File: src/hw/lsr_pkg.sv
// Constants and types shared by the lane swap and reset control block
`default_nettype none
package lsr_pkg;

  // Lane layout: indices 0..2 are data lanes, index 3 is the clock lane
  localparam int LANES = 4;
  localparam int DATA_LANES = 3;
  localparam int CLK_LANE = 3;

  // Register map, 8-bit address and data
  localparam logic [7:0] ADDR_CTRL = 8'h09;
  localparam logic [7:0] ADDR_MODE = 8'h0A;
  localparam logic [7:0] ADDR_STATUS = 8'h10;
  localparam logic [7:0] ADDR_ERR0 = 8'h11;
  localparam logic [7:0] ADDR_ERR1 = 8'h12;
  localparam logic [7:0] ADDR_ERR2 = 8'h13;
  localparam logic [7:0] ADDR_EYE_SEL = 8'h14;
  localparam logic [7:0] ADDR_EYE = 8'h15;

  // Field positions
  localparam int CTRL_SWAP_BIT = 7;
  localparam int CTRL_POL_BIT = 6;
  localparam int STAT_OE_BIT = 0;
  localparam int STAT_SWAP_BIT = 1;
  localparam int STAT_POL_BIT = 2;
  localparam int STAT_CDR_ON_BIT = 3;
  localparam int STAT_CDR_ACT_BIT = 4;
  localparam int STAT_FAST_BIT = 5;

  // Reset values
  localparam logic [7:0] CTRL_RESET = 8'h00;
  localparam logic [1:0] EYE_SEL_RESET = 2'h0;
  localparam logic [7:0] ERR_RESET = 8'h00;

  typedef enum logic [1:0] {
    LSR_MODE_AUTO,
    LSR_MODE_REDRIVER,
    LSR_MODE_RETIMER,
    LSR_MODE_SPARE
  } lsr_mode_t;

  typedef enum logic [1:0] {
    LSR_CDR_OFF,
    LSR_CDR_ACQ,
    LSR_CDR_ON
  } lsr_cdr_t;

  // Timing, clock 25 MHz
  localparam int CLK_PERIOD_NS = 40;
  localparam int OE_LOW_MIN_US = 100;
  localparam int OE_LOW_MIN_CYC = (OE_LOW_MIN_US * 1000 + CLK_PERIOD_NS - 1) / CLK_PERIOD_NS;
  localparam int CDR_ON_MAX_MS = 15;
  localparam int CDR_ON_MAX_CYC = (CDR_ON_MAX_MS * 1000000) / CLK_PERIOD_NS;
  localparam int CDR_OFF_MAX_NS = 120;
  localparam int CDR_OFF_MAX_CYC = CDR_OFF_MAX_NS / CLK_PERIOD_NS;
  localparam int CDR_CNT_W = 19;

  // Lane clock rate detector, in core cycles per lane clock period, then checker saturation and fill limits
  localparam logic [7:0] RATE_FAST_MAX_CYC = 8'h0A;
  localparam logic [7:0] RATE_TIMEOUT_CYC = 8'h40;
  localparam logic [7:0] CNT8_MAX = 8'hFF;
  localparam logic [2:0] CHK_FILL = 3'h7;

endpackage

`default_nettype wire

File: src/hw/lsr_sync.sv
// Two flip-flop synchroniser for pins entering the core clock domain
`timescale 1ns/1ps
`default_nettype none

module lsr_sync #(
  parameter int W = 1
) (
  input wire logic core_clk,
  input wire logic rst,
  input wire logic ce,
  input wire logic [W-1:0] d,
  output logic [W-1:0] q
);

  logic [W-1:0] meta_q;

  always_ff @(posedge core_clk or posedge rst) begin
    if (rst) begin
      meta_q <= '0;
      q <= '0;
    end else if (ce) begin
      meta_q <= d;
      q <= meta_q;
    end
  end

endmodule

`default_nettype wire

File: src/hw/lsr_ctrl.sv
// Lane routing, polarity, clock recovery timing and lane checkers
//
// Function
// - Output-enable low ignores control inputs and tristates lane inputs and outputs.
// - Output-enable toggle resets device and discards all register settings.
// - Normal operation starts only once output-enable is high.
// - Clock recovery active within 15 ms after retimer mode starts.
// - Clock recovery off within 120 ns after retimer mode ends.
// - Swap routes lane 2 to clock, 1 to 0, 0 to 1, clock to 2.
// - Swap active when strap pin low or control bit 7 set.
// - Swap remaps inputs only; per-lane settings stay with the physical input lane.
// - Lane swap works the same in redriver and retimer mode.
// - Strap pin high exchanges p and n members of every input lane.
// - Control bit 6 enables the same per-lane polarity inversion.
// - Polarity inversion applies only while the retimer stage is in use.
// - Auto mode below threshold rate drops polarity inversion.
// - Per data lane symbol error counters, readable over the register port.
// - Per data lane eye-quality samples readable over the register port.
// - Auto mode redrives below rate threshold and retimes above it.
//
// The placing of the registers and strobed register access were chosen for this implementation.
`timescale 1ns/1ps
`default_nettype none

module lsr_ctrl
  import lsr_pkg::*;
#(
  parameter int CDR_LOCK_CYC = CDR_ON_MAX_CYC
) (
  input wire logic core_clk,
  input wire logic rst,
  input wire logic ce,
  input wire logic oe_pin,
  input wire logic lane_order_strap,
  input wire logic link_clk_pin,
  input wire logic [LANES-1:0] in_lane_p,
  input wire logic [LANES-1:0] in_lane_n,
  input wire logic [7:0] reg_addr,
  input wire logic [7:0] reg_wdata,
  input wire logic reg_wr,
  input wire logic reg_rd,
  output logic [7:0] reg_rdata,
  output logic [LANES-1:0] out_lane_p,
  output logic [LANES-1:0] out_lane_n,
  output logic out_lane_oe,
  output logic in_lane_term_en,
  output logic clock_recovery_on,
  output logic clock_recovery_active
);

  // Synchronised pins
  localparam int SYNC_W = 3 + 2 * LANES;
  logic [SYNC_W-1:0] sync_q;
  logic oe_s;
  logic strap_s;
  logic lclk_s;
  logic [LANES-1:0] p_s;
  logic [LANES-1:0] n_s;

  lsr_sync #(.W(SYNC_W)) u_sync (
    .core_clk(core_clk),
    .rst(rst),
    .ce(ce),
    .d({oe_pin, lane_order_strap, link_clk_pin, in_lane_p, in_lane_n}),
    .q(sync_q)
  );

  assign {oe_s, strap_s, lclk_s, p_s, n_s} = sync_q;

  // Lane clock edge finder
  logic lclk_prev_q;
  wire lclk_rise = lclk_s & ~lclk_prev_q;

  always_ff @(posedge core_clk or posedge rst) begin
    if (rst) begin
      lclk_prev_q <= 1'b0;
    end else if (ce) begin
      lclk_prev_q <= lclk_s;
    end
  end

  // Register port decode
  // writes ignored while output-enable is low
  wire wr_ok = reg_wr & oe_s;
  wire wr_ctrl = wr_ok & (reg_addr == ADDR_CTRL);
  wire wr_mode = wr_ok & (reg_addr == ADDR_MODE);
  wire wr_eye_sel = wr_ok & (reg_addr == ADDR_EYE_SEL);
  wire [DATA_LANES-1:0] wr_err_clr;
  assign wr_err_clr[0] = wr_ok & (reg_addr == ADDR_ERR0);
  assign wr_err_clr[1] = wr_ok & (reg_addr == ADDR_ERR1);
  assign wr_err_clr[2] = wr_ok & (reg_addr == ADDR_ERR2);

  logic [7:0] ctrl_q;
  lsr_mode_t mode_q;
  logic [1:0] eye_sel_q;

  always_ff @(posedge core_clk or posedge rst) begin
    if (rst) begin
      ctrl_q <= CTRL_RESET;
      mode_q <= LSR_MODE_AUTO;
      eye_sel_q <= EYE_SEL_RESET;
    end else if (ce) begin
      if (!oe_s) begin
        ctrl_q <= CTRL_RESET;
        mode_q <= LSR_MODE_AUTO;
        eye_sel_q <= EYE_SEL_RESET;
      end else begin
        if (wr_ctrl) begin
          ctrl_q <= reg_wdata;
        end
        if (wr_mode) begin
          mode_q <= lsr_mode_t'(reg_wdata[1:0]);
        end
        if (wr_eye_sel) begin
          eye_sel_q <= reg_wdata[1:0];
        end
      end
    end
  end

  // Lane rate detector; a stalled lane clock counts as slow
  logic [7:0] per_cnt_q;
  logic fast_q;

  always_ff @(posedge core_clk or posedge rst) begin
    if (rst) begin
      per_cnt_q <= 8'h00;
      fast_q <= 1'b0;
    end else if (ce) begin
      if (!oe_s) begin
        per_cnt_q <= 8'h00;
        fast_q <= 1'b0;
      end else if (lclk_rise) begin
        per_cnt_q <= 8'h00;
        fast_q <= (per_cnt_q < RATE_FAST_MAX_CYC);
      end else if (per_cnt_q == RATE_TIMEOUT_CYC) begin
        fast_q <= 1'b0;
      end else begin
        per_cnt_q <= per_cnt_q + 8'h01;
      end
    end
  end

  // auto mode picks retimer above rate threshold
  wire auto_retime = (mode_q == LSR_MODE_AUTO) & fast_q;
  wire retimer_want = oe_s & ((mode_q == LSR_MODE_RETIMER) | auto_retime);

  // Clock recovery sequencing
  lsr_cdr_t cdr_state_q;
  lsr_cdr_t cdr_state_d;
  logic [CDR_CNT_W-1:0] cdr_cnt_q;
  localparam logic [CDR_CNT_W-1:0] CDR_LAST = CDR_CNT_W'(CDR_LOCK_CYC - 1);

  always_comb begin
    cdr_state_d = cdr_state_q;
    case (cdr_state_q)
      LSR_CDR_OFF: begin
        if (retimer_want) begin
          cdr_state_d = LSR_CDR_ACQ;
        end
      end
      LSR_CDR_ACQ: begin
        if (!retimer_want) begin
          cdr_state_d = LSR_CDR_OFF;
        end else if (cdr_cnt_q == CDR_LAST) begin
          cdr_state_d = LSR_CDR_ON;
        end
      end
      LSR_CDR_ON: begin
        if (!retimer_want) begin
          cdr_state_d = LSR_CDR_OFF;
        end
      end
      default: begin
        cdr_state_d = LSR_CDR_OFF;
      end
    endcase
  end

  always_ff @(posedge core_clk or posedge rst) begin
    if (rst) begin
      cdr_state_q <= LSR_CDR_OFF;
      cdr_cnt_q <= '0;
      clock_recovery_on <= 1'b0;
      clock_recovery_active <= 1'b0;
    end else if (ce) begin
      cdr_state_q <= cdr_state_d;
      if (cdr_state_d == LSR_CDR_ACQ && cdr_state_q == LSR_CDR_ACQ) begin
        cdr_cnt_q <= cdr_cnt_q + 1'b1;
      end else begin
        cdr_cnt_q <= '0;
      end
      clock_recovery_on <= (cdr_state_d != LSR_CDR_OFF);
      clock_recovery_active <= (cdr_state_d == LSR_CDR_ON);
    end
  end

  wire swap_act = ~strap_s | ctrl_q[CTRL_SWAP_BIT];
  wire pol_req = strap_s | ctrl_q[CTRL_POL_BIT];
  // only in the locked retimer stage
  wire pol_act = pol_req & clock_recovery_active;

  // Polarity-corrected input lanes
  wire [LANES-1:0] fix_p = pol_act ? n_s : p_s;
  wire [LANES-1:0] fix_n = pol_act ? p_s : n_s;

  // output position takes its mapped input
  wire [LANES-1:0] route_p;
  wire [LANES-1:0] route_n;
  assign route_p[CLK_LANE] = swap_act ? fix_p[2] : fix_p[CLK_LANE];
  assign route_n[CLK_LANE] = swap_act ? fix_n[2] : fix_n[CLK_LANE];
  assign route_p[2] = swap_act ? fix_p[CLK_LANE] : fix_p[2];
  assign route_n[2] = swap_act ? fix_n[CLK_LANE] : fix_n[2];
  assign route_p[1] = swap_act ? fix_p[0] : fix_p[1];
  assign route_n[1] = swap_act ? fix_n[0] : fix_n[1];
  assign route_p[0] = swap_act ? fix_p[1] : fix_p[0];
  assign route_n[0] = swap_act ? fix_n[1] : fix_n[0];

  // Retimed path updates on lane clock edges only
  wire out_update = ~clock_recovery_active | lclk_rise;

  always_ff @(posedge core_clk or posedge rst) begin
    if (rst) begin
      out_lane_p <= '0;
      out_lane_n <= '0;
      out_lane_oe <= 1'b0;
      in_lane_term_en <= 1'b0;
    end else if (ce) begin
      out_lane_oe <= oe_s;
      in_lane_term_en <= oe_s;
      if (!oe_s) begin
        out_lane_p <= '0;
        out_lane_n <= '0;
      end else if (out_update) begin
        out_lane_p <= route_p;
        out_lane_n <= route_n;
      end
    end
  end

  // Per data lane checkers, indexed by input lane
  logic [7:0] err_cnt [DATA_LANES];
  logic [7:0] eye_val [DATA_LANES];

  genvar gi;
  generate
    for (gi = 0; gi < DATA_LANES; gi++) begin : g_chk
      logic [6:0] hist_q;
      logic [2:0] fill_q;
      logic [7:0] err_q;
      logic [7:0] stable_q;
      logic [7:0] eye_q;
      logic prev_bit_q;
      wire bit_in = fix_p[gi];
      // Self-synchronising PRBS7 check once history is full
      wire sym_err = lclk_rise & (fill_q == CHK_FILL) & (bit_in != (hist_q[6] ^ hist_q[5]));

      always_ff @(posedge core_clk or posedge rst) begin
        if (rst) begin
          hist_q <= '0;
          fill_q <= '0;
          err_q <= ERR_RESET;
          stable_q <= 8'h00;
          eye_q <= 8'h00;
          prev_bit_q <= 1'b0;
        end else if (ce) begin
          if (!oe_s) begin
            hist_q <= '0;
            fill_q <= '0;
            err_q <= ERR_RESET;
            stable_q <= 8'h00;
            eye_q <= 8'h00;
            prev_bit_q <= 1'b0;
          end else begin
            prev_bit_q <= bit_in;
            if (bit_in != prev_bit_q) begin
              stable_q <= 8'h00;
            end else if (stable_q != CNT8_MAX) begin
              stable_q <= stable_q + 8'h01;
            end
            if (lclk_rise) begin
              hist_q <= {hist_q[5:0], bit_in};
              eye_q <= stable_q;
              if (fill_q != CHK_FILL) begin
                fill_q <= fill_q + 3'h1;
              end
            end
            // count wins over a clearing write
            if (sym_err && err_q != CNT8_MAX) begin
              err_q <= err_q + 8'h01;
            end else if (!sym_err && wr_err_clr[gi]) begin
              err_q <= ERR_RESET;
            end
          end
        end
      end

      assign err_cnt[gi] = err_q;
      assign eye_val[gi] = eye_q;
    end
  endgenerate

  // Read mux
  wire [7:0] status_val = 8'(
    (oe_s << STAT_OE_BIT) | (swap_act << STAT_SWAP_BIT) | (pol_act << STAT_POL_BIT)
    | (clock_recovery_on << STAT_CDR_ON_BIT) | (clock_recovery_active << STAT_CDR_ACT_BIT)
    | (fast_q << STAT_FAST_BIT));
  wire [7:0] eye_rd = (eye_sel_q < 2'(DATA_LANES)) ? eye_val[eye_sel_q] : 8'h00;
  wire [7:0] rd_mux =
    (reg_addr == ADDR_CTRL) ? ctrl_q :
    (reg_addr == ADDR_MODE) ? {6'h00, mode_q} :
    (reg_addr == ADDR_STATUS) ? status_val :
    (reg_addr == ADDR_ERR0) ? err_cnt[0] :
    (reg_addr == ADDR_ERR1) ? err_cnt[1] :
    (reg_addr == ADDR_ERR2) ? err_cnt[2] :
    (reg_addr == ADDR_EYE_SEL) ? {6'h00, eye_sel_q} :
    (reg_addr == ADDR_EYE) ? eye_rd : 8'h00;

  always_ff @(posedge core_clk or posedge rst) begin
    if (rst) begin
      reg_rdata <= 8'h00;
    end else if (ce) begin
      // Data valid only in the cycle after the read strobe
      reg_rdata <= reg_rd ? rd_mux : 8'h00;
    end
  end

endmodule

`default_nettype wire

File: config.mk
export PLATFORM = sky130hd
export DESIGN_NAME = lsr_ctrl
export DESIGN_NICKNAME = d
export VERILOG_FILES = /design/src/hw/lsr_pkg.sv /design/src/hw/lsr_sync.sv /design/src/hw/lsr_ctrl.sv
export SDC_FILE = /design/constraint.sdc
export NUM_CORES = 1
export LEC_CHECK = 0
export ABC_CLOCK_PERIOD_IN_PS = 8050
export BUFFER_PORTS_ARGS = -buffer_cell sky130_fd_sc_hd__buf_2
export CELL_PAD_IN_SITES_DETAIL_PLACEMENT = 1
export CELL_PAD_IN_SITES_GLOBAL_PLACEMENT = 1
export CORE_MARGIN = 3
export CORE_UTILIZATION = 52
export DETAILED_ROUTE_END_ITERATION = 16
export PLACE_DENSITY_LB_ADDON = 0.1
export SLEW_MARGIN = 20
export SYNTH_ARGS = -nofsm -noshare
export SYNTH_HDL_FRONTEND = slang
export SYNTH_SLANG_ARGS = --single-unit
export TNS_END_PERCENT = 30
File: constraint.sdc
create_clock -name core_clk -period 8.05 [get_ports core_clk]
set_clock_uncertainty 0.1 [all_clocks]
set_input_delay 0.4025 -clock core_clk [delete_from_list [all_inputs] [get_ports core_clk]]
set_output_delay 0.4025 -clock core_clk [all_outputs]
set_load 0.05 [all_outputs]
==> run summary, run 1 <==
met3 routed WL: 1.167 mm
Met2 Wirelength: 13.29 mm
core area: 18270 um2
Port Buffers: 51
CTS clock-pin slew for the worst setup and hold paths: 0.08 ns
Critical Path Fanout Max: 11
die span in x: 143.5 um
CP Capture Type: flop
DRT iter0 DRCs: 595
HP Class: input port to asynchronous set/reset pin
Inserted Diodes: 0
CP endpoint: g_chk[2].err_q[7]
CTS tree: built
prevailing post-synth register cell: dfrtp_1
number of cells on the critical path: 6
Post-DP HPWL: 19.04 mm
CP max stage cell: o21ai_2
number of synthesized flops with an enable pin: 0
RSZ-0062 raised after global routing: no
setup tns final: 0 ns
maxcap violations: 0
Yosys warning count: 0
fin nets: 1126
Post-Syn Area: 9827 um2
Max stage delay on crit path: 0.66 ns
drt drc: 0
first-pass GRT wire length: 45.40 mm
Synth Register Bits: 189
CTS root buf: clkbuf_16
vias: 8218
max-slew violation total from the final report: 0
die area: 20580 um2
Rows: 49
largest net degree at the start of global routing: 130
Worst slew margin: 27.20%
WL met1: 12.60 mm
area grow syn2layout: 10.36%
measured slew at the worst slew-check pin: 1.090 ns
Synth top area share: 48.13%
maximum vdd drop: 184.4 uV
CTS buffer count: 17
CTS HTree Levels: 4
worst path cell trace: o21ai_2 > a221oi_1 > a31oi_1 > o211ai_1 > nor4_1 > mux2i_1
post-synthesis sequential area ratio: 48.13%
I/O Pins: 52
drt total wl: 27.64 mm
vias in the first global route: 8508
share of layout cells above drive strength 1: 12.09%
Min Hold Slack: 0.03025 ns
cells on worst reg2reg path: 6
Yosys cell types: 69
highest metal used: met4
total track usage: 27.76%
Post-CTS Resized: 0
worst path bufs/invs: 0
Post-Place Cells: 1289
DRT Pass-1 Iters: 5
clk sink count: 189
DP Worst Slack: 4.918 ns
top cells by area, synth: dfrtp_1 48%, nand2_1 6.6%, o21ai_0 4.6%, nand3_1 3.4%, mux2_2 3.0%
PD cells: 206.2 nW/um2
WP data required: 8.31 ns
crit path launch: ctrl_q[6]
Period minus WS final: 3.136 ns
status: completed
initial core utilization: 53.79%
final total power: 2.237 mW
critical path's top delay family: compound AO/OA/AOI/OAI gates
hold_buf cts: 0
final hold viol count: 0
Clock Latency Late Sink: 0.44 ns
Non-Filler Instances: 1321
Final ANT Viol Nets: 0
ys async rst share: 100.0%
Yosys top cell by area: dfrtp_1
wire length per cell: 20.93 um
Mean Syn Cell Area: 9.350 um2
initial antenna violation count: 0
routability cong.: 0.9404
total grt overflow: 0
Critical Path AT: 3.40 ns
crit path launch type: flop
Final period util: 38.96%
drt via density: 6.221
FF-to-FF Start: ctrl_q[6]
Setup Viol. Count Final: 0
Static Leak: 4.841 nW
post-CTS setup buffers: 0
type of the worst setup path: flop to flop
reg2reg end: g_chk[2].err_q[7]
max frequency: 318.9 MHz
reg-to-reg slack, setup: 4.91 ns
Post-Syn Nets: 1098
Die Y: 143.5 um
Clock Path Buffers: 2
Mapped Cells: 1051
fin worst setup slack: 4.914 ns
==> logic make-up (layout without fill, tap and decap cells) <==
group	Yosys count	count (layout)	share of synthesized area (%)
adders and majority gates	15	15	1.910
DFF	189	189	48.13
and+or+nand+nor	414	414	19.93
muxes	54	54	6.086
buffers and inverters	80	121	3.183
AOI/OAI and AO/OA	274	274	18.54
xor gates and xnor gates	25	25	2.228
==> cells in the final DEF, fill, tap and decap left out, types with 5 or more instances in the layout <==
cell type / netlist / layout
nand3_1: 66 / 66
mux2i_1: 26 / 26
a21oi_1: 39 / 39
inv_1: 31 / 30
o2bb2ai_1: 13 / 13
xor2_1: 10 / 10
buf_2: 1 / 50
ha_1: 15 / 15
mux2_2: 26 / 26
a22o_1: 22 / 22
nand2_1: 172 / 171
a41oi_1: 6 / 6
o31ai_1: 21 / 21
o22ai_1: 10 / 10
a2bb2oi_1: 5 / 5
o21ai_0: 91 / 91
or3_1: 6 / 6
xnor2_1: 15 / 15
nor4_1: 7 / 7
nor2b_1: 15 / 15
clkbuf_16: 0 / 17
nor2_1: 52 / 52
nand2b_1: 12 / 12
buf_4: 1 / 8
a22oi_1: 14 / 14
a221oi_1: 5 / 5
nor3_1: 26 / 26
dfrtp_1: 189 / 188
a31oi_1: 7 / 7
and4_1: 5 / 5
nand3b_1: 6 / 6
and3_1: 17 / 17
nand4_1: 12 / 12
==> synth_stat cells, types with 6 or more instances <==
cell,count
dfrtp_1,189
o31ai_1,21
inv_1,31
nor2_1,52
nand4_1,12
ha_1,15
nor3_1,26
o2bb2ai_1,13
nand3_1,66
o21ai_0,91
nor4_1,7
mux2_2,26
xor2_1,10
nor2b_1,15
mux2i_1,26
nand2_1,172
a31oi_1,7
clkbuf_1,42
o22ai_1,10
nand3b_1,6
nand2b_1,12
xnor2_1,15
a22o_1,22
and3_1,17
a41oi_1,6
or3_1,6
a21oi_1,39
a22oi_1,14
==> area by class of cell <==
type	count	area (um2)
Clock buffer	17	425.4
Multi-Input combinational cell	782	4787
Sequential cell	189	4731
Tap cell	229	286.5
Fill cell	2091	7425
Clock inverter	15	181.4
Timing Repair Buffer	58	310.3
Inverter	31	123.9
==> per-layer routing <==
layer  global-route usage, %  up-vias
met5                       0        -
met4                   8.176        0
met3                   5.058       45
met2                   44.57      167
met1                   38.83     4148
li1                        -     3858
==> registers in the layout, summed over array words and instances, names as in the netlist, 2 cells and up <==
signal,flops
g_chk.err_q,24
g_chk.eye_q,24
g_chk.stable_q,24
g_chk.hist_q,21
cdr_cnt_q,19
u_sync.meta_q,11
u_sync.q,11
g_chk.fill_q,9
ctrl_q,8
per_cnt_q,8
reg_rdata,8
out_lane_n,4
out_lane_p,4
g_chk.prev_bit_q,3
cdr_state_q,2
eye_sel_q,2
mode_q,2
==> worst min-delay path by stage <==
| stage | slack [ns] | end |
|---|---|---|
| after floorplan | 0.34 | g_chk[2].eye_q[4] |
| after global placement | 0.35 | g_chk[1].hist_q[4] |
| after detailed placement | 0.36 | g_chk[2].hist_q[3] |
| after CTS | 0.08 | u_sync.meta_q[9] |
| after global routing | 0.08 | u_sync.meta_q[3] |
| final | 0.03 | u_sync.meta_q[10] |
==> metrics by stage <==
stage               area [um2]  utilization, %
floorplan                 9827               -
global placement         10240           56.04
detailed placement       10240           56.04
CTS                      10850           59.36
global route             10850           59.36
finish                   10850           59.36
==> where the power goes <==
group	switching, mW	total, mW	internal (mW)
clock network	0.412	0.883	0.470
registers	0.0496	1.05	0.998
logic	0.213	0.307	0.0935
total	0.675	2.24	1.56
Power figures use the tool's default switching activity.
==> run 2, diff against run 1 <==
--- a/config.mk
+++ b/config.mk
@@ -5,12 +5,12 @@
 export SDC_FILE = /design/constraint.sdc
 export NUM_CORES = 1
 export LEC_CHECK = 0
-export ABC_CLOCK_PERIOD_IN_PS = 8050
+export ABC_CLOCK_PERIOD_IN_PS = 2600
 export BUFFER_PORTS_ARGS = -buffer_cell sky130_fd_sc_hd__buf_2
 export CELL_PAD_IN_SITES_DETAIL_PLACEMENT = 1
 export CELL_PAD_IN_SITES_GLOBAL_PLACEMENT = 1
 export CORE_MARGIN = 3
-export CORE_UTILIZATION = 52
+export CORE_UTILIZATION = 43
 export DETAILED_ROUTE_END_ITERATION = 16
 export PLACE_DENSITY_LB_ADDON = 0.1
 export SLEW_MARGIN = 20
==> constraint.sdc (replaced) <==
create_clock -name core_clk -period 2.6 [get_ports core_clk]
set_clock_uncertainty 0.1 [all_clocks]
set_input_delay 0.13 -clock core_clk [delete_from_list [all_inputs] [get_ports core_clk]]
set_output_delay 0.13 -clock core_clk [all_outputs]
set_load 0.05 [all_outputs]
==> run summary, run 2 (same netlist as run 1, synthesis figures left out) <==
status: completed
drt via density: 5.846 (-6.0%)
clk sink count: 189 (unchanged)
Critical Path Fanout Max: 5 (-6)
Inserted Diodes: 0 (unchanged)
RSZ-0062 raised after global routing: yes
CTS HTree Levels: 4 (unchanged)
Sequential Power Share: 46.1% (-0.7 points)
first-pass GRT wire length: 47.65 mm (+5.0%)
I/O Pins: 52 (unchanged)
commonest non-fill, non-tap cell in the layout: dfrtp_1
Sw Pwr: 2.241 mW (+230%)
CTS root buf: clkbuf_16
max-slew violation total from the final report: 0 (unchanged)
final instance area: 11510 um2 (+6.2%)
Final period util: 93.73% (+55 points)
Clock Latency Late Sink: 0.46 ns (+0.02 ns)
die span in x: 157.2 um (+9.6%)
drt drc: 0 (unchanged)
area post-placement: 10640 um2 (+4.0%)
HP Class: input port to flop
Port Buffers: 51 (unchanged)
Die Y: 157.2 um (+9.6%)
WP data required: 2.84 ns (-5.47 ns)
Setup Viol. Count Final: 0 (unchanged)
CTS buffer count: 17 (unchanged)
total grt overflow: 0 (unchanged)
Switching Share: 31.90% (+1.7 points)
clock power share: 38.6% (-0.9 points)
CP Capture Type: flop
Final ANT Viol Nets: 0 (unchanged)
Worst slew margin: 56.29% (+29 points)
initial core utilization: 44.34% (-9.4 points)
vias: 8389 (+2.1%)
PD cells: 610.2 nW/um2 (+200%)
fin nets: 1189 (+5.6%)
Rows: 54 (+10%)
crit path launch type: flop
vias in the first global route: 8902 (+4.6%)
final core utilization: 51.95% (-7.4 points)
Period minus WS final: 2.437 ns (-0.6991 ns)
final hold viol count: 0 (unchanged)
routability cong.: 0.8621 (-8.3%)
maxcap violations: 0 (unchanged)
max frequency: 410.3 MHz (+29%)
Combinational Power Share: 15.3% (+1.6 points)
CTS tree: built
wire length per cell: 20.01 um (-4.4%)
internal power: 4.785 mW (+210%)
initial antenna violation count: 0 (unchanged)
area grow syn2layout: 17.16%
largest net degree at the start of global routing: 74 (-43%)
top flop regs: g_chk.err_q: 24 flops, g_chk.eye_q: 24 flops, g_chk.stable_q: 24 flops
CTS clock-pin slew for the worst setup and hold paths: 0.08 ns (about the same)
total track usage: 24.28% (-3.5 points)
maximum vdd drop: 283.3 uV (+54%)
commonest cells after routing, fill and taps aside: 188 x dfrtp_1, 171 x nand2_1, 91 x o21ai_0
die area: 24700 um2 (+20%)
DRT Pass-1 Iters: 5 (unchanged)
drt total wl: 28.72 mm (+3.9%)
DRT iter0 DRCs: 491 (-17%)
share of layout cells above drive strength 1: 15.50% (+3.4 points)
Post-DP HPWL: 20.44 mm (+7.4%)
Clock Path Buffers: 2 (unchanged)
core area: 22160 um2 (+21%)
type of the worst setup path: flop to flop
Static Leak: 5.156 nW (+6.5%)
measured slew at the worst slew-check pin: 0.6513 ns (-0.4384 ns)
Critical Path AT: 2.67 ns (-0.73 ns)
-- run 2: cell types whose count changed in the layout (fill, tap and decap cells not counted), moves of 3 or more --
cell	delta
inv_6	+4
clkinv_8	+3
buf_4	+38
dlygate4sd3_1	+21
buf_12	+4
-- run 2: timing repair --
action | CTS | global route
endpoints found under the hold margin | 44 | 0
setup buffers | 0 | 3
hold buffers | 21 | 0
setup endpoints to repair | 0 | 20
gates resized for setup | 0 | 5
-- run 2: final timing paths --
path / from / endpoint / slack, ns / cells past startpoint
hold reg to reg: g_chk[1].hist_q[2] / g_chk[1].hist_q[2] / 0.37 / 2
hold / removal: reg_rd / reg_rdata[6] / 0.05 / 3
min in group asynchronous: rst / cdr_cnt_q[17] / 0.21 / 3
setup reg to reg: u_sync.q[9] / g_chk[1].err_q[2] / 0.16 / 7
max in group asynchronous: rst / g_chk[0].stable_q[2] / 1.40 / 4
setup / recovery: u_sync.q[9] / g_chk[1].err_q[2] / 0.16 / 7
-- run 2: cell type report --
type | instances | area [um2]
clock buffer | 17 | 425.4
tap | 280 | 350.3
sequential | 189 | 4731
inverter | 31 | 120.1
multi-input combinational | 782 | 4820
clock inverter | 15 | 181.4
fill | 2561 | 10650
timing repair buffer | 121 | 885.9
-- run 2: layer usage --
| layer | GRT usage, % | up-vias | part of all wire [%] |
|---|---|---|---|
| met4 | 6.198 | 0 | 1.4 |
| li1 | - | 3993 | - |
| met5 | 0 | - | 0 |
| met2 | 40.09 | 123 | 47 |
| met1 | 33.87 | 4241 | 48 |
| met3 | 3.492 | 32 | 3.0 |
-- run 2: worst max-delay path: stages (launching register included) --
cell     delay [ns]
dfrtp_1        0.45
o21ai_4        0.28
buf_4          0.20
mux2i_4        0.25
xnor2_1        0.12
a311o_1        0.38
a31o_1         0.26
a211o_1        0.29
-- run 2: power groups by stage --
stage	Sequential (mW)	Combinational, mW	Clock, mW
6_report	3.24	1.08	2.71
3_5_place_dp	3.29	1.05	0
3_3_place_gp	3.29	1.02	0
2_1_floorplan	3.32	0.612	0
4_1_cts	3.23	1.08	2.78
5_1_grt	3.26	1.20	2.88
-- run 2: metrics by stage --
| step | power, mW | TNS, ns | setup WS [ns] | instances | hold WS (ns) |
|---|---|---|---|---|---|
| finish | 7.026 | 0 | 0.1630 | 1435 | 0.04518 |
| global route | 7.336 | -0.02472 | -0.02472 | 1435 | 0.07928 |
| CTS | 7.092 | 0 | 0.03630 | 1432 | 0.01314 |
| detailed placement | 4.338 | 0 | 0.04293 | 1379 | 0.1517 |
| global placement | 4.309 | 0 | 0.1678 | 1379 | 0.1429 |
| floorplan | 3.934 | -12.19 | -0.06447 | 1051 | 0.1817 |
==> run 3, diff against run 2 <==
--- a/config.mk
+++ b/config.mk
@@ -11,8 +11,10 @@
 export CELL_PAD_IN_SITES_GLOBAL_PLACEMENT = 1
 export CORE_MARGIN = 3
 export CORE_UTILIZATION = 43
+export CTS_CLUSTER_DIAMETER = 60
 export DETAILED_ROUTE_END_ITERATION = 16
 export PLACE_DENSITY_LB_ADDON = 0.1
+export RECOVER_POWER = 25
 export SLEW_MARGIN = 20
 export SYNTH_ARGS = -nofsm -noshare
 export SYNTH_HDL_FRONTEND = slang
==> run summary, run 3 (same netlist as run 1, synthesis figures left out) <==
wire length per cell: 20.00 um (about the same)
I/O Pins: 52 (unchanged)
die span in x: 157.2 um (unchanged)
total track usage: 24.28% (unchanged)
HP Class: input port to flop
vias: 8374 (-0.18%)
DP Worst Slack: 0.04293 ns (unchanged)
CTS clock-pin slew for the worst setup and hold paths: 0.08 ns (about the same)
type of the worst setup path: flop to flop
Sw Pwr: 2.239 mW (about the same)
PD cells: 610.5 nW/um2 (about the same)
max frequency: 410.3 MHz (about the same)
Setup Viol. Count Final: 0 (unchanged)
Critical Path AT: 2.67 ns (about the same)
Period minus WS final: 2.437 ns (+0.0001500 ns)
Combinational Power Share: 15.3% (about the same)
Worst slew margin: 11.92% (-44 points)
die area: 24700 um2 (unchanged)
initial core utilization: 44.34% (unchanged)
measured slew at the worst slew-check pin: 1.314 ns (+0.6626 ns)
share of layout cells above drive strength 1: 15.41% (-0.087 points)
clk sink count: 189 (unchanged)
RSZ-0062 raised after global routing: yes
total grt overflow: 0 (unchanged)
clock power share: 38.6% (about the same)
first-pass GRT wire length: 47.65 mm (unchanged)
Die Y: 157.2 um (unchanged)
commonest cells after routing, fill and taps aside: 188 x dfrtp_1, 171 x nand2_1, 91 x o21ai_0
DRT iter0 DRCs: 494 (+0.61%)
crit path launch type: flop
area grow syn2layout: 17.05% (about the same)
final total power: 7.023 mW (about the same)
Critical Path Fanout Max: 5 (unchanged)
Final ANT Viol Nets: 0 (unchanged)
CTS root buf: clkbuf_16
CTS HTree Levels: 4 (unchanged)
initial antenna violation count: 0 (unchanged)
Switching Share: 31.88% (about the same)
DRT Pass-1 Iters: 5 (unchanged)
Port Buffers: 51 (unchanged)
CTS buffer count: 17 (unchanged)
final hold viol count: 0 (unchanged)
drt drc: 0 (unchanged)
top flop regs: g_chk.err_q: 24 flops, g_chk.eye_q: 24 flops, g_chk.stable_q: 24 flops
fin nets: 1189 (unchanged)
area of the multi-input gates: 4820 um2 (unchanged)
largest net degree at the start of global routing: 74 (unchanged)
Inserted Diodes: 0 (unchanged)
Post-DP HPWL: 20.44 mm (unchanged)
Sequential Power Share: 46.1% (about the same)
Clock Path Buffers: 2 (unchanged)
commonest non-fill, non-tap cell in the layout: dfrtp_1
Clock Latency Late Sink: 0.45 ns (about the same)
WP data required: 2.84 ns (about the same)
fin worst setup slack: 0.1629 ns (-0.0001500 ns)
drt via density: 5.836 (-0.18%)
internal power: 4.784 mW (about the same)
maximum vdd drop: 283.9 uV (+0.22%)
maxcap violations: 0 (unchanged)
Final period util: 93.74% (about the same)
vias in the first global route: 8902 (unchanged)
CP Capture Type: flop
status: completed
routability cong.: 0.8621 (unchanged)
Static Leak: 5.151 nW (about the same)
max-slew violation total from the final report: 0 (unchanged)
drt total wl: 28.70 mm (about the same)
Min Hold Slack: 0.04514 ns (-0.00003510 ns)
CTS tree: built
fillcell total: 2562 (+0.039%)
Rows: 54 (unchanged)
register area: 4731 um2 (unchanged)
core area: 22160 um2 (unchanged)
## run 3: cell types whose count changed in the layout (fill, tap and decap cells not counted), sizes merged
cell    delta
buf        -4
clkbuf     +4
## run 3: metrics by stage
step | instances | TNS (ns) | cell area [um2] | util [%]
2_1_floorplan | 1051 | -12.19 | 9831 | -
3_3_place_gp | 1379 | 0 | 10640 | 48.03
3_5_place_dp | 1379 | 0 | 10640 | 48.03
4_1_cts | 1432 | 0 | 11460 | 51.72
5_1_grt | 1435 | -0.02472 | 11500 | 51.90
6_report | 1435 | 0 | 11500 | 51.90
## run 3: per-layer routing
layer  GRT usage, %  wire [um]
met2          40.09      13630
met1          33.87      13810
met4          6.198        424
met3          3.492        835
met5              0          0
## run 3: cell type report
class | instances | share of cell area [%]
Clock inverter | 15 | 1.577
Tap cell | 280 | 3.046
Sequential cell | 189 | 41.13
Clock buffer | 17 | 3.698
Timing Repair Buffer | 121 | 7.625
Inverter | 31 | 1.023
Multi-Input combinational cell | 782 | 41.90
## run 3: power groups by stage
stage / clock [mW] / sequential, mW / combinational, mW
floorplan: 0 / 3.32 / 0.612
global placement: 0 / 3.29 / 1.02
detailed placement: 0 / 3.29 / 1.05
CTS: 2.78 / 3.23 / 1.08
global route: 2.88 / 3.26 / 1.19
finish: 2.71 / 3.24 / 1.07
## run 3: what timing repair did
action / CTS / global route
setup buffers: 0 / 3
hold endpoints to repair: 44 / 0
setup endpoints to repair: 0 / 20
hold buffers: 21 / 0
gates resized for setup: 0 / 5
## run 3: worst max-delay path: stages, from the launching register on
cell     delay, ns
dfrtp_1       0.45
o21ai_4       0.28
buf_4         0.20
mux2i_4       0.25
xnor2_1       0.12
a311o_1       0.38
a31o_1        0.26
a211o_1       0.29
## run 3: worst paths after layout
check / startpoint / endpoint / slack [ns] / depth (start not counted)
max: u_sync.q[9] / g_chk[1].err_q[2] / 0.16 / 7
min: reg_rd / reg_rdata[6] / 0.05 / 3
max reg2reg: u_sync.q[9] / g_chk[1].err_q[2] / 0.16 / 7
min reg2reg: g_chk[1].hist_q[2] / g_chk[1].hist_q[2] / 0.37 / 2
max in group asynchronous: rst / g_chk[2].hist_q[4] / 0.81 / 4
min in group asynchronous: rst / cdr_cnt_q[17] / 0.39 / 3
